[src/pkg/plb_params.svh]
// plb_params.svh: offsets, field positions, reset values and timing counts
// assumes: included by the loopback/register block and its package users
`ifndef PLB_PARAMS_SVH
`define PLB_PARAMS_SVH

// register indices; byte address is four times the index
`define PLB_IDX_CTRL 5'h00
`define PLB_IDX_STAT 5'h01
`define PLB_IDX_MODE 5'h11
`define PLB_IDX_EVT 5'h18

// basic control fields
`define PLB_CTRL_SRST 15
`define PLB_CTRL_LOOP 14
`define PLB_CTRL_SPEED 13
`define PLB_CTRL_ANEN 12
`define PLB_CTRL_PDN 11
`define PLB_CTRL_ISO 10
`define PLB_CTRL_RSTAN 9
`define PLB_CTRL_DUPLEX 8
`define PLB_CTRL_COLT 7

// basic status fields
`define PLB_STAT_ABIL 16'h7808
`define PLB_STAT_RFAULT 4
`define PLB_STAT_LINK 2
`define PLB_STAT_JAB 1

// mode control/status fields
`define PLB_MODE_FAR 9
`define PLB_MODE_RMII 2
`define PLB_MODE_KEEP 1

// event register fields
`define PLB_EVT_W1C 0
`define PLB_EVT_WAC 1
`define PLB_EVT_RC 2
`define PLB_EVT_SS 3
`define PLB_EVT_WO 4

// reset values
`define PLB_CTRL_RST 16'h3100
`define PLB_MODE_RST 16'h0000

// timing
`define PLB_CLK_PERIOD_NS 20
`define PLB_BIT_TIME_NS 10
`define PLB_COL_ON_MAX_BT 512
`define PLB_COL_OFF_MAX_BT 4

`endif

[src/pkg/plb_pkg.sv]
// plb_pkg: types shared by the loopback/register block
// assumes: nothing beyond the standard language
package plb_pkg;
   typedef struct packed {
      logic en;
      logic er;
      logic [3:0] d;
   } plb_nib_type;

   typedef struct packed {
      logic [7:0] paddr;
      logic psel;
      logic penable;
      logic pwrite;
      logic [31:0] pwdata;
   } plb_apb_req_type;

   typedef struct packed {
      logic [31:0] prdata;
      logic pready;
      logic pslverr;
   } plb_apb_rsp_type;

   typedef enum logic [1:0] {
      PLB_NORMAL = 2'b00,
      PLB_NEAR = 2'b01,
      PLB_FAR = 2'b10
   } plb_path_type;
endpackage : plb_pkg

[src/hw/plb_loopback_regs.sv]
// plb_loopback_regs: test loopback paths and management register bits of a
// 10/100 transceiver digital core, registers reached over APB
// assumes: MAC and line codec logic on core_clk; status pins asynchronous
//
// Summary of operation
// - near loopback runs tx through coding stages
// - near loopback keeps collision low unless tested
// - near loopback powers line transmitter down
// - far loop echoes line receive to line
// - far loop isolates MAC side signals
// - far loop only works in RMII mode
// - registers addressed by clause 22 index
// - read-only bits ignore writes
// - write-only bits read back as zero
// - writing one clears, zero keeps
// - any write clears, read shows value
// - read clears bit, writes ignored
// - latch-low holds low until read
// - latch-high holds high until read
// - self-clearing bits return to zero
// - self-setting bits return to one
// - kept bits survive software reset
// - plain bits read back last write
// - control loopback bit enters near loopback unless far loop is active
// - collision test follows transmit enable unless MAC side isolated
//
// Design decisions made here: the APB interface to the registers and the register addresses.
`timescale 1ns/10ps
`include "plb_params.svh"
module plb_loopback_regs
   import plb_pkg::*;
#(
   parameter int LOOP_STAGES = 3
) (
   input wire logic core_clk,
   input wire logic rst,
   input wire logic ce,
   input wire plb_apb_req_type apb_req,
   output plb_apb_rsp_type apb_rsp,
   input wire plb_nib_type mac_tx,
   output plb_nib_type mac_rx,
   output logic col,
   input wire plb_nib_type line_rx,
   output plb_nib_type line_tx,
   output logic line_tx_pwr,
   output logic mac_if_off,
   input wire logic rmii_pin,
   input wire logic link_pin,
   input wire logic remote_fault_pin,
   input wire logic jabber_pin,
   input wire logic ev_w1c,
   input wire logic ev_wac,
   input wire logic ev_rc,
   output logic restart_an_pulse,
   output logic test_strobe
);
   localparam int COL_ON_CYC =
      (`PLB_COL_ON_MAX_BT * `PLB_BIT_TIME_NS) / `PLB_CLK_PERIOD_NS;
   localparam int COL_OFF_CYC =
      (`PLB_COL_OFF_MAX_BT * `PLB_BIT_TIME_NS) / `PLB_CLK_PERIOD_NS;
   // named so that single reset bits can be selected from it
   localparam logic [15:0] MODE_RST_VAL = `PLB_MODE_RST;

   if (LOOP_STAGES < 1 || COL_ON_CYC < 1 || COL_OFF_CYC < 1) begin : g_chk
      $error("plb_loopback_regs: stage count or timing cannot be served");
   end

   ////////////////////////////////////////////////////////////////////////
   // pin synchronisers

   logic rmii_s;
   logic link_s;
   logic rfault_s;
   logic jab_s;

   plb_sync u_sync_rmii (.core_clk(core_clk), .rst(rst), .ce(ce),
      .pin(rmii_pin), .level(rmii_s));
   plb_sync u_sync_link (.core_clk(core_clk), .rst(rst), .ce(ce),
      .pin(link_pin), .level(link_s));
   plb_sync u_sync_rf (.core_clk(core_clk), .rst(rst), .ce(ce),
      .pin(remote_fault_pin), .level(rfault_s));
   plb_sync u_sync_jab (.core_clk(core_clk), .rst(rst), .ce(ce),
      .pin(jabber_pin), .level(jab_s));

   ////////////////////////////////////////////////////////////////////////
   // bus decode

   logic [4:0] idx;
   logic aligned;
   logic setup;
   logic acc;
   logic wr;
   logic rd;
   logic [15:0] wd;

   assign idx = apb_req.paddr[6:2];
   assign aligned = (apb_req.paddr[1:0] == 2'h0) && !apb_req.paddr[7];
   assign setup = apb_req.psel && !apb_req.penable;
   assign acc = apb_req.psel && apb_req.penable && apb_rsp.pready;
   assign wr = acc && apb_req.pwrite && !apb_rsp.pslverr;
   assign rd = acc && !apb_req.pwrite && !apb_rsp.pslverr;
   assign wd = apb_req.pwdata[15:0];

   ////////////////////////////////////////////////////////////////////////
   // basic control register

   logic [15:0] ctrl;
   logic soft_rst;

   assign soft_rst = ctrl[`PLB_CTRL_SRST];

   always_ff @(posedge core_clk or posedge rst) begin
      if (rst) begin
         ctrl <= `PLB_CTRL_RST;
      end else if (ce) begin
         if (soft_rst) begin
            ctrl <= `PLB_CTRL_RST;
         end else if (wr && idx == `PLB_IDX_CTRL) begin
            ctrl <= {wd[15:7], 7'h00};
         end else begin
            ctrl[`PLB_CTRL_RSTAN] <= 1'b0;
         end
      end
   end

   always_ff @(posedge core_clk or posedge rst) begin
      if (rst) begin
         restart_an_pulse <= 1'b0;
      end else if (ce) begin
         restart_an_pulse <= !soft_rst && wr && idx == `PLB_IDX_CTRL && wd[`PLB_CTRL_RSTAN];
      end
   end

   ////////////////////////////////////////////////////////////////////////
   // mode control/status register

   logic far_loop_enable;
   logic kept_over_soft_reset;

   always_ff @(posedge core_clk or posedge rst) begin
      if (rst) begin
         far_loop_enable <= MODE_RST_VAL[`PLB_MODE_FAR];
      end else if (ce) begin
         if (soft_rst) begin
            far_loop_enable <= MODE_RST_VAL[`PLB_MODE_FAR];
         end else if (wr && idx == `PLB_IDX_MODE) begin
            far_loop_enable <= wd[`PLB_MODE_FAR];
         end
      end
   end

   // hardware reset only; software reset leaves it alone
   always_ff @(posedge core_clk or posedge rst) begin
      if (rst) begin
         kept_over_soft_reset <= MODE_RST_VAL[`PLB_MODE_KEEP];
      end else if (ce && wr && idx == `PLB_IDX_MODE) begin
         kept_over_soft_reset <= wd[`PLB_MODE_KEEP];
      end
   end

   ////////////////////////////////////////////////////////////////////////
   // latched status bits of the basic status register

   logic link_ll;
   logic rfault_lh;
   logic jab_lh;
   logic rd_stat;

   // only what the reader saw is released, so nothing slips between phases
   assign rd_stat = rd && idx == `PLB_IDX_STAT;

   always_ff @(posedge core_clk or posedge rst) begin
      if (rst) begin
         link_ll <= 1'b0;
      end else if (ce) begin
         if (rd_stat && !apb_rsp.prdata[`PLB_STAT_LINK]) begin
            link_ll <= link_s;
         end else begin
            link_ll <= link_ll && link_s;
         end
      end
   end

   always_ff @(posedge core_clk or posedge rst) begin
      if (rst) begin
         rfault_lh <= 1'b0;
         jab_lh <= 1'b0;
      end else if (ce) begin
         rfault_lh <= rfault_s ||
            (rfault_lh && !(rd_stat && apb_rsp.prdata[`PLB_STAT_RFAULT]));
         jab_lh <= jab_s ||
            (jab_lh && !(rd_stat && apb_rsp.prdata[`PLB_STAT_JAB]));
      end
   end

   ////////////////////////////////////////////////////////////////////////
   // event register: clear styles and a self-setting bit

   logic evt_w1c;
   logic evt_wac;
   logic evt_rc;
   logic evt_ss;
   logic wr_evt;
   logic rd_evt;

   assign wr_evt = wr && idx == `PLB_IDX_EVT;
   assign rd_evt = rd && idx == `PLB_IDX_EVT;

   // hardware set always beats a clear in the same cycle
   always_ff @(posedge core_clk or posedge rst) begin
      if (rst) begin
         evt_w1c <= 1'b0;
         evt_wac <= 1'b0;
         evt_rc <= 1'b0;
      end else if (ce) begin
         if (soft_rst) begin
            evt_w1c <= ev_w1c;
            evt_wac <= ev_wac;
            evt_rc <= ev_rc;
         end else begin
            evt_w1c <= ev_w1c || (evt_w1c && !(wr_evt && wd[`PLB_EVT_W1C]));
            evt_wac <= ev_wac || (evt_wac && !wr_evt);
            evt_rc <= ev_rc ||
               (evt_rc && !(rd_evt && apb_rsp.prdata[`PLB_EVT_RC]));
         end
      end
   end

   always_ff @(posedge core_clk or posedge rst) begin
      if (rst) begin
         evt_ss <= 1'b1;
      end else if (ce) begin
         if (!evt_ss) begin
            evt_ss <= 1'b1;
         end else if (!soft_rst && wr_evt && !wd[`PLB_EVT_SS]) begin
            evt_ss <= 1'b0;
         end
      end
   end

   always_ff @(posedge core_clk or posedge rst) begin
      if (rst) begin
         test_strobe <= 1'b0;
      end else if (ce) begin
         test_strobe <= !soft_rst && wr_evt && wd[`PLB_EVT_WO];
      end
   end

   ////////////////////////////////////////////////////////////////////////
   // read mux and APB answer

   logic [15:0] rd_word;
   logic mapped;

   always_comb begin
      rd_word = 16'h0000;
      mapped = aligned;
      case (idx)
         `PLB_IDX_CTRL: rd_word = ctrl;
         `PLB_IDX_STAT: begin
            rd_word = `PLB_STAT_ABIL;
            rd_word[`PLB_STAT_RFAULT] = rfault_lh;
            rd_word[`PLB_STAT_LINK] = link_ll;
            rd_word[`PLB_STAT_JAB] = jab_lh;
         end
         `PLB_IDX_MODE: begin
            rd_word[`PLB_MODE_FAR] = far_loop_enable;
            rd_word[`PLB_MODE_RMII] = rmii_s;
            rd_word[`PLB_MODE_KEEP] = kept_over_soft_reset;
         end
         `PLB_IDX_EVT: begin
            rd_word[`PLB_EVT_W1C] = evt_w1c;
            rd_word[`PLB_EVT_WAC] = evt_wac;
            rd_word[`PLB_EVT_RC] = evt_rc;
            rd_word[`PLB_EVT_SS] = evt_ss;
         end
         default: mapped = 1'b0;
      endcase
   end

   // answer loaded during the setup phase: no wait state, and every answer signal on a flop
   always_ff @(posedge core_clk or posedge rst) begin
      if (rst) begin
         apb_rsp <= '0;
      end else if (ce) begin
         if (setup) begin
            apb_rsp.prdata <= {16'h0000, rd_word};
            apb_rsp.pready <= 1'b1;
            apb_rsp.pslverr <= !mapped;
         end else if (acc) begin
            apb_rsp.pready <= 1'b0;
            apb_rsp.pslverr <= 1'b0;
         end
      end
   end

   ////////////////////////////////////////////////////////////////////////
   // data path selection

   plb_path_type path;
   logic iso;
   logic near;
   logic far;

   always_comb begin
      if (far_loop_enable && rmii_s) begin
         path = PLB_FAR;
      end else if (ctrl[`PLB_CTRL_LOOP]) begin
         path = PLB_NEAR;
      end else begin
         path = PLB_NORMAL;
      end
   end

   assign far = (path == PLB_FAR);
   assign near = (path == PLB_NEAR);
   assign iso = far || ctrl[`PLB_CTRL_ISO];

   // coding, attachment and media-dependent stages of the transmit side
   plb_nib_type stage [LOOP_STAGES+1];

   assign stage[0] = iso ? plb_nib_type'('0) : mac_tx;

   for (genvar i = 0; i < LOOP_STAGES; i++) begin : g_stage
      plb_stage #(.WIDTH($bits(plb_nib_type))) u_stage (
         .core_clk(core_clk),
         .rst(rst),
         .ce(ce),
         .d(stage[i]),
         .q(stage[i+1])
      );
   end

   always_ff @(posedge core_clk or posedge rst) begin
      if (rst) begin
         mac_rx <= '0;
         line_tx <= '0;
         line_tx_pwr <= 1'b0;
         mac_if_off <= 1'b0;
      end else if (ce) begin
         mac_if_off <= iso;
         line_tx_pwr <= !near && !ctrl[`PLB_CTRL_PDN];
         case (path)
            PLB_FAR: begin
               mac_rx <= '0;
               line_tx <= line_rx;
            end
            PLB_NEAR: begin
               mac_rx <= stage[LOOP_STAGES];
               line_tx <= '0;
            end
            default: begin
               mac_rx <= ctrl[`PLB_CTRL_ISO] ? plb_nib_type'('0) : line_rx;
               line_tx <= ctrl[`PLB_CTRL_PDN] ? plb_nib_type'('0) : stage[LOOP_STAGES];
            end
         endcase
      end
   end

   // collision: one cycle after the cause, well inside both bit-time bounds
   always_ff @(posedge core_clk or posedge rst) begin
      if (rst) begin
         col <= 1'b0;
      end else if (ce) begin
         if (iso) begin
            col <= 1'b0;
         end else if (near) begin
            col <= ctrl[`PLB_CTRL_COLT] && mac_tx.en;
         end else begin
            col <= (ctrl[`PLB_CTRL_COLT] && mac_tx.en) ||
               (mac_tx.en && line_rx.en && !ctrl[`PLB_CTRL_DUPLEX]);
         end
      end
   end

   ////////////////////////////////////////////////////////////////////////
   // checks

   property p_near_tx_off;
      @(posedge core_clk) disable iff (rst)
      (ce && near) |=> !line_tx_pwr && line_tx == '0;
   endproperty
   a_near_tx_off: assert property (p_near_tx_off)
      else $error("transmitter powered during near loopback");

   property p_near_col_quiet;
      @(posedge core_clk) disable iff (rst)
      (ce && near && !ctrl[`PLB_CTRL_COLT]) |=> !col;
   endproperty
   a_near_col_quiet: assert property (p_near_col_quiet)
      else $error("collision seen in near loopback without test");

   property p_far_echo;
      @(posedge core_clk) disable iff (rst)
      (ce && far) |=> line_tx == $past(line_rx) && mac_rx == '0 && mac_if_off;
   endproperty
   a_far_echo: assert property (p_far_echo)
      else $error("far loop did not echo line data or left MAC live");

   property p_far_rmii;
      @(posedge core_clk) disable iff (rst)
      (ce && far_loop_enable && !rmii_s && !ctrl[`PLB_CTRL_ISO]) |=> !mac_if_off;
   endproperty
   a_far_rmii: assert property (p_far_rmii)
      else $error("far loop entered outside RMII mode");

   property p_col_test;
      @(posedge core_clk) disable iff (rst)
      (ce && !iso && ctrl[`PLB_CTRL_COLT] && mac_tx.en) |=> col;
   endproperty
   a_col_test: assert property (p_col_test)
      else $error("collision test did not follow transmit enable");

   property p_w1c_zero;
      @(posedge core_clk) disable iff (rst)
      (ce && !soft_rst && wr_evt && !wd[`PLB_EVT_W1C]) |=>
         evt_w1c == $past(evt_w1c) || $past(ev_w1c);
   endproperty
   a_w1c_zero: assert property (p_w1c_zero)
      else $error("write of zero changed a write-one-clear bit");

   property p_soft_reset;
      @(posedge core_clk) disable iff (rst)
      (ce && soft_rst) |=> !soft_rst && ctrl == `PLB_CTRL_RST &&
         kept_over_soft_reset == $past(kept_over_soft_reset);
   endproperty
   a_soft_reset: assert property (p_soft_reset)
      else $error("software reset did not clear or did not keep bits");

   property p_self_set;
      @(posedge core_clk) disable iff (rst)
      (ce && !evt_ss) |=> evt_ss;
   endproperty
   a_self_set: assert property (p_self_set)
      else $error("self-setting bit did not return to one");

   property p_link_latch;
      @(posedge core_clk) disable iff (rst)
      (ce && !link_s && !link_ll) ##1 (ce && !rd_stat)[*2] |=> !link_ll;
   endproperty
   a_link_latch: assert property (p_link_latch)
      else $error("latch-low link bit rose before a read");

   property p_rw_back;
      @(posedge core_clk) disable iff (rst)
      (ce && !soft_rst && wr && idx == `PLB_IDX_CTRL && !wd[`PLB_CTRL_SRST]) |=>
         ctrl[`PLB_CTRL_COLT] == $past(wd[`PLB_CTRL_COLT]);
   endproperty
   a_rw_back: assert property (p_rw_back)
      else $error("plain bit did not keep written value");
endmodule : plb_loopback_regs

[src/hw/plb_stage.sv]
// plb_stage: one register stage of the digital transmit path
// assumes: same clock as its neighbours, clock enable freezes it
`timescale 1ns/10ps
module plb_stage #(
   parameter int WIDTH = 6
) (
   input wire logic core_clk,
   input wire logic rst,
   input wire logic ce,
   input wire logic [WIDTH-1:0] d,
   output logic [WIDTH-1:0] q
);
   if (WIDTH < 1) begin : g_chk
      $error("plb_stage: WIDTH must be at least 1");
   end

   always_ff @(posedge core_clk or posedge rst) begin
      if (rst) begin
         q <= '0;
      end else if (ce) begin
         q <= d;
      end
   end
endmodule : plb_stage

[src/hw/plb_sync.sv]
// plb_sync: three-flop synchroniser for a pin level
// assumes: input is asynchronous to core_clk
`timescale 1ns/10ps
module plb_sync (
   input wire logic core_clk,
   input wire logic rst,
   input wire logic ce,
   input wire logic pin,
   output logic level
);
   logic ff1;
   logic ff2;
   logic ff3;

   always_ff @(posedge core_clk or posedge rst) begin
      if (rst) begin
         ff1 <= 1'b0;
         ff2 <= 1'b0;
         ff3 <= 1'b0;
         level <= 1'b0;
      end else if (ce) begin
         ff1 <= pin;
         ff2 <= ff1;
         ff3 <= ff2;
         // change counts only once two late stages agree
         if (ff2 == ff3) begin
            level <= ff3;
         end
      end
   end
endmodule : plb_sync

[config.mk]
export PLATFORM = sky130hd
export DESIGN_NAME = plb_loopback_regs
export DESIGN_NICKNAME = d
export VERILOG_FILES = /design/src/pkg/plb_pkg.sv /design/src/hw/plb_loopback_regs.sv /design/src/hw/plb_stage.sv /design/src/hw/plb_sync.sv
export VERILOG_INCLUDE_DIRS = /design/src /design/src/pkg
export SDC_FILE = /design/constraint.sdc
export NUM_CORES = 1
export LEC_CHECK = 0
export ABC_AREA = 1
export BUFFER_PORTS_ARGS = -buffer_cell sky130_fd_sc_hd__buf_2
export CAP_MARGIN = 20
export CORE_UTILIZATION = 45
export CTS_BUF_LIST = sky130_fd_sc_hd__clkbuf_8 sky130_fd_sc_hd__clkbuf_16
export CTS_CLUSTER_SIZE = 30
export DETAILED_ROUTE_END_ITERATION = 10
export PLACE_DENSITY_LB_ADDON = 0.2
export SYNTH_ARGS = -nofsm -noshare
export SYNTH_HDL_FRONTEND = slang
export SYNTH_SLANG_ARGS = --single-unit
[constraint.sdc]
create_clock -name core_clk -period 4.4 [get_ports core_clk]
set_input_delay 0.44 -clock core_clk [delete_from_list [all_inputs] [get_ports core_clk]]
set_output_delay 0.44 -clock core_clk [all_outputs]
set_load 0.005 [all_outputs]
==> key figures <==
Global routing
  – Global-route wire length before repair: 13.6 mm
  – Gr ovfl total: 0
  – Antenna violations before repair: 0
  – Vias in the first global route: ~2800
  – Total Routing Usage GR: 20.0%
  – Largest net degree at the start of global routing: 47

Die
  – Die height: 95.1 µm
  – Die area: 0.00905 mm²
  – I/O pin count: around 120
  – Row count: 33
  – Core Region: 0.00830 mm²
  – Die width: 95.1 µm
  – Starting density of the core: 47.0%

STA
  – Final worst path period share: a little over two fifths
  – Slew headroom: about half
  – Fmax: 530 MHz
  – Final hold vios: 0
  – # setup viols final: 0
  – Worst-margin pin slew: 0.748 ns
  – Unrepaired setup endpoints after global routing: no
  – Setup TNS Final: 0 ns
  – Period minus WS final: 1.89 ns
  – Clk_skew: roughly 0.0077 ns
  – Max-slew violations: 0

Critical path
  – Crit end category: flop
  – Data arrival, critical path: 2.16 ns
  – Reg-to-reg endpoint: evt_w1c$_DFFE_PP0P_
  – Reg2reg path depth: 8
  – CP startpoint kind: input port
  – Required time worst endpoint: 4.67 ns
  – Slowest-stage cell, CP: buf_2
  – Slowest Stage Delay on Critical Path: 0.48 ns
  – Flop2flop setup slack: 3.04 ns
  – WS Path Type: in2reg
  – R2r startpoint: apb_rsp[0]$_DFFE_PP0P_
  – Crit-path cells: buf_2 -> inv_2 -> nor2_2 -> inv_1 -> nor2_1 -> nand2_1 -> o22ai_1
  – Crit-path max FO: 46

Yosys
  – Yosys cell types: 32
  – Gate Count Post-Synth: 455
  – Yosys warns: 0
  – Synthesized area per cell: 8.58 µm²
  – Flops & latches, synth: 85
  – Register area share after synthesis: 54.6%
  – Post-Syn Area: 0.00390 mm²

Clock network
  – Post-cts sizing count: 0
  – Postcts setup bufs: 0
  – TritonCTS clock tree: built
  – Root buf cell: clkbuf_8
  – # H-tree levels: 3
  – Hold buffers post-CTS: 0
  – Inserted Clock Buffers: 9
  – CTS clk-pin slew, worst paths: about 0.090 ns
  – Clk buf depth: 2
  – TritonCTS Sinks: between 80 and 90
  – Worst-Skew Late Latency: 0.35 ns

Routing
  – Post-route DRC: 0
  – Drt initial violations: 143
  – WL final: about 8.2 mm
  – Post-DR vias/cell: a little under 5
  – DR vias: 3141
  – Drt first pass iters: 8
  – Final ANT Viol Nets: 0
  – WL/cell: 12.8 µm

Pwr
  – Peak VDD IR: 0.147 mV
  – P_leak: 2.33 nW
  – PwrDens: between 300 and 400 mW/mm²
  – Power Total: 0.00159 W

Finish
  – Antenna cells: 0
  – Final core occ: 54.0%
  – Final instance area: 0.00448 mm²
  – Final #Nets: about 600
  – Post-Layout Cell Count: 640
  – Area Growth Syn to Fin: 14.8%
  – Layout cells sized above 1: between 20% and 30%

Placed design
  – Placed cell count: about 620
  – Routability congestion estimate: about 0.84
  – Post-detail-place hpwl: 5.82 mm
  – # port buffers: 78
  – Dpl cell area: about 0.0043 mm²

Min path
  – Min-Delay Path Class: in2async

Run
  – Max-Cap Viols: 0

Outcome
  – Run status: complete, no violations
==> metal layers <==
layer	track usage, %	wire, µm	vias to the layer above
met5	0	0	-
met4	7.45	107	0
met3	3.59	404	11
met2	29.5	3620	86
met1	29.2	4040	1452
li1	-	-	1592
==> area by class of cell <==
cell class | instances | area (µm²)
inverters | 35 | 133
clock inverters | 6 | 47.5
well taps | 105 | 131
flip-flops and latches | 85 | 2130
fillers | 813 | 3820
multi-input cells | 319 | 1490
clock buffers | 10 | 138
repair buffers | 80 | 405
==> placed cells by master (no fill, tap or decap), types with 2 or more instances in the layout <==
master / n
a22o_1: 6
clkinv_4: 3
dfrtp_1: 81
nor2_1: 37
nand2_1: 145
dfstp_2: 4
o21ai_0: 28
nand2_2: 2
conb_1: 18
nand4_1: 7
o31ai_1: 4
buf_2: 78
inv_2: 5
nand3_1: 33
clkinv_2: 2
o22ai_1: 2
buf_4: 2
a31oi_1: 12
a21oi_1: 6
nand3b_1: 3
inv_1: 29
clkbuf_8: 10
nor2_2: 4
nor2_4: 3
==> power by group <==
part	switching, W	internal, W	leakage, nW	total, W
logic	0.000113	0.0000777	1.18	0.000190
registers	0.0000403	0.000847	1.05	0.000888
clock network	0.000288	0.000224	0.0928	0.000513
==> flip-flops by register name, summed over array words and instances, names as in the netlist, 6 cells and up <==
name and count:
g_stage.u_stage.q 18, apb_rsp 16, ctrl 9, line_tx 6, mac_rx 6
==> cell usage after synthesis <==
cell      instances  area share (%)
o21ai_0          28             3.6
inv_1            30             2.9
nand2_1         145              14
dfrtp_1          81              52
a22o_1            6             1.3
clkbuf_1          3            0.29
nor2_4            3            0.87
dfstp_2           4             2.7
nand3b_1          3            0.58
a21oi_1           6            0.77
o22ai_1           2            0.32
nand3_1          33             4.2
nand4_1           7             1.1
nor3_1            1            0.13
conb_1            1           0.096
nand2_4           1            0.29
o211ai_1          1            0.19
nor2_2            4            0.64
a31oi_1          12             1.9
nand3_2           1            0.26
nand2_2           2            0.32
nor2_8            1            0.51
o31ai_1           4            0.77
buf_4            20             3.8
o21ai_1           1            0.13
or2_2             1            0.16
nor2_1           37             3.6
buf_1             1           0.096
nor3_4            1            0.42
buf_2             9             1.2
nand3_4           1            0.45
inv_2             5            0.48
==> metrics by stage <==
step | hold slack, ns | worst slack (ns)
2_1_floorplan | 0.441 | 1.77
5_1_grt | 0.238 | 2.29
3_3_place_gp | 0.455 | 2.17
3_5_place_dp | 0.459 | 2.14
6_report | 0.173 | 2.51
4_1_cts | 0.202 | 2.51
==> how the worst max path moves through the flow <==
stage | start | to | depth (start not counted)
CTS | ce | far_loop_enable$_DFFE_PP0P_ | 7
floorplan | rst | apb_rsp[0]$_DFFE_PP0P_ | 1
global route | ce | far_loop_enable$_DFFE_PP0P_ | 7
global placement | ce | far_loop_enable$_DFFE_PP0P_ | 7
detailed placement | ce | far_loop_enable$_DFFE_PP0P_ | 7
finish | ce | far_loop_enable$_DFFE_PP0P_ | 7
==> worst max-delay path: cells and delay by family <==
| family | cells | cell delay, ns |
|---|---|---|
| AO/OA/AOI/OAI | 1 | 0.14 |
| buffers and inverters | 3 | 1.06 |
| AND/OR/NAND/NOR | 3 | 0.50 |
==> cell families (layout without fill, tap and decap cells) <==
| logic type | after synthesis | count (layout) | synth area share (%) |
|---|---|---|---|
| AOI/OAI and AO/OA | 60 | 60 | 9.04 |
| and+or+nand+nor | 241 | 241 | 27.5 |
| buffers and inverters | 68 | 131 | 8.75 |
| other | 1 | 18 | 0.0961 |
| DFF | 85 | 85 | 54.6 |
Note: power is estimated with default switching activity, not from simulation.
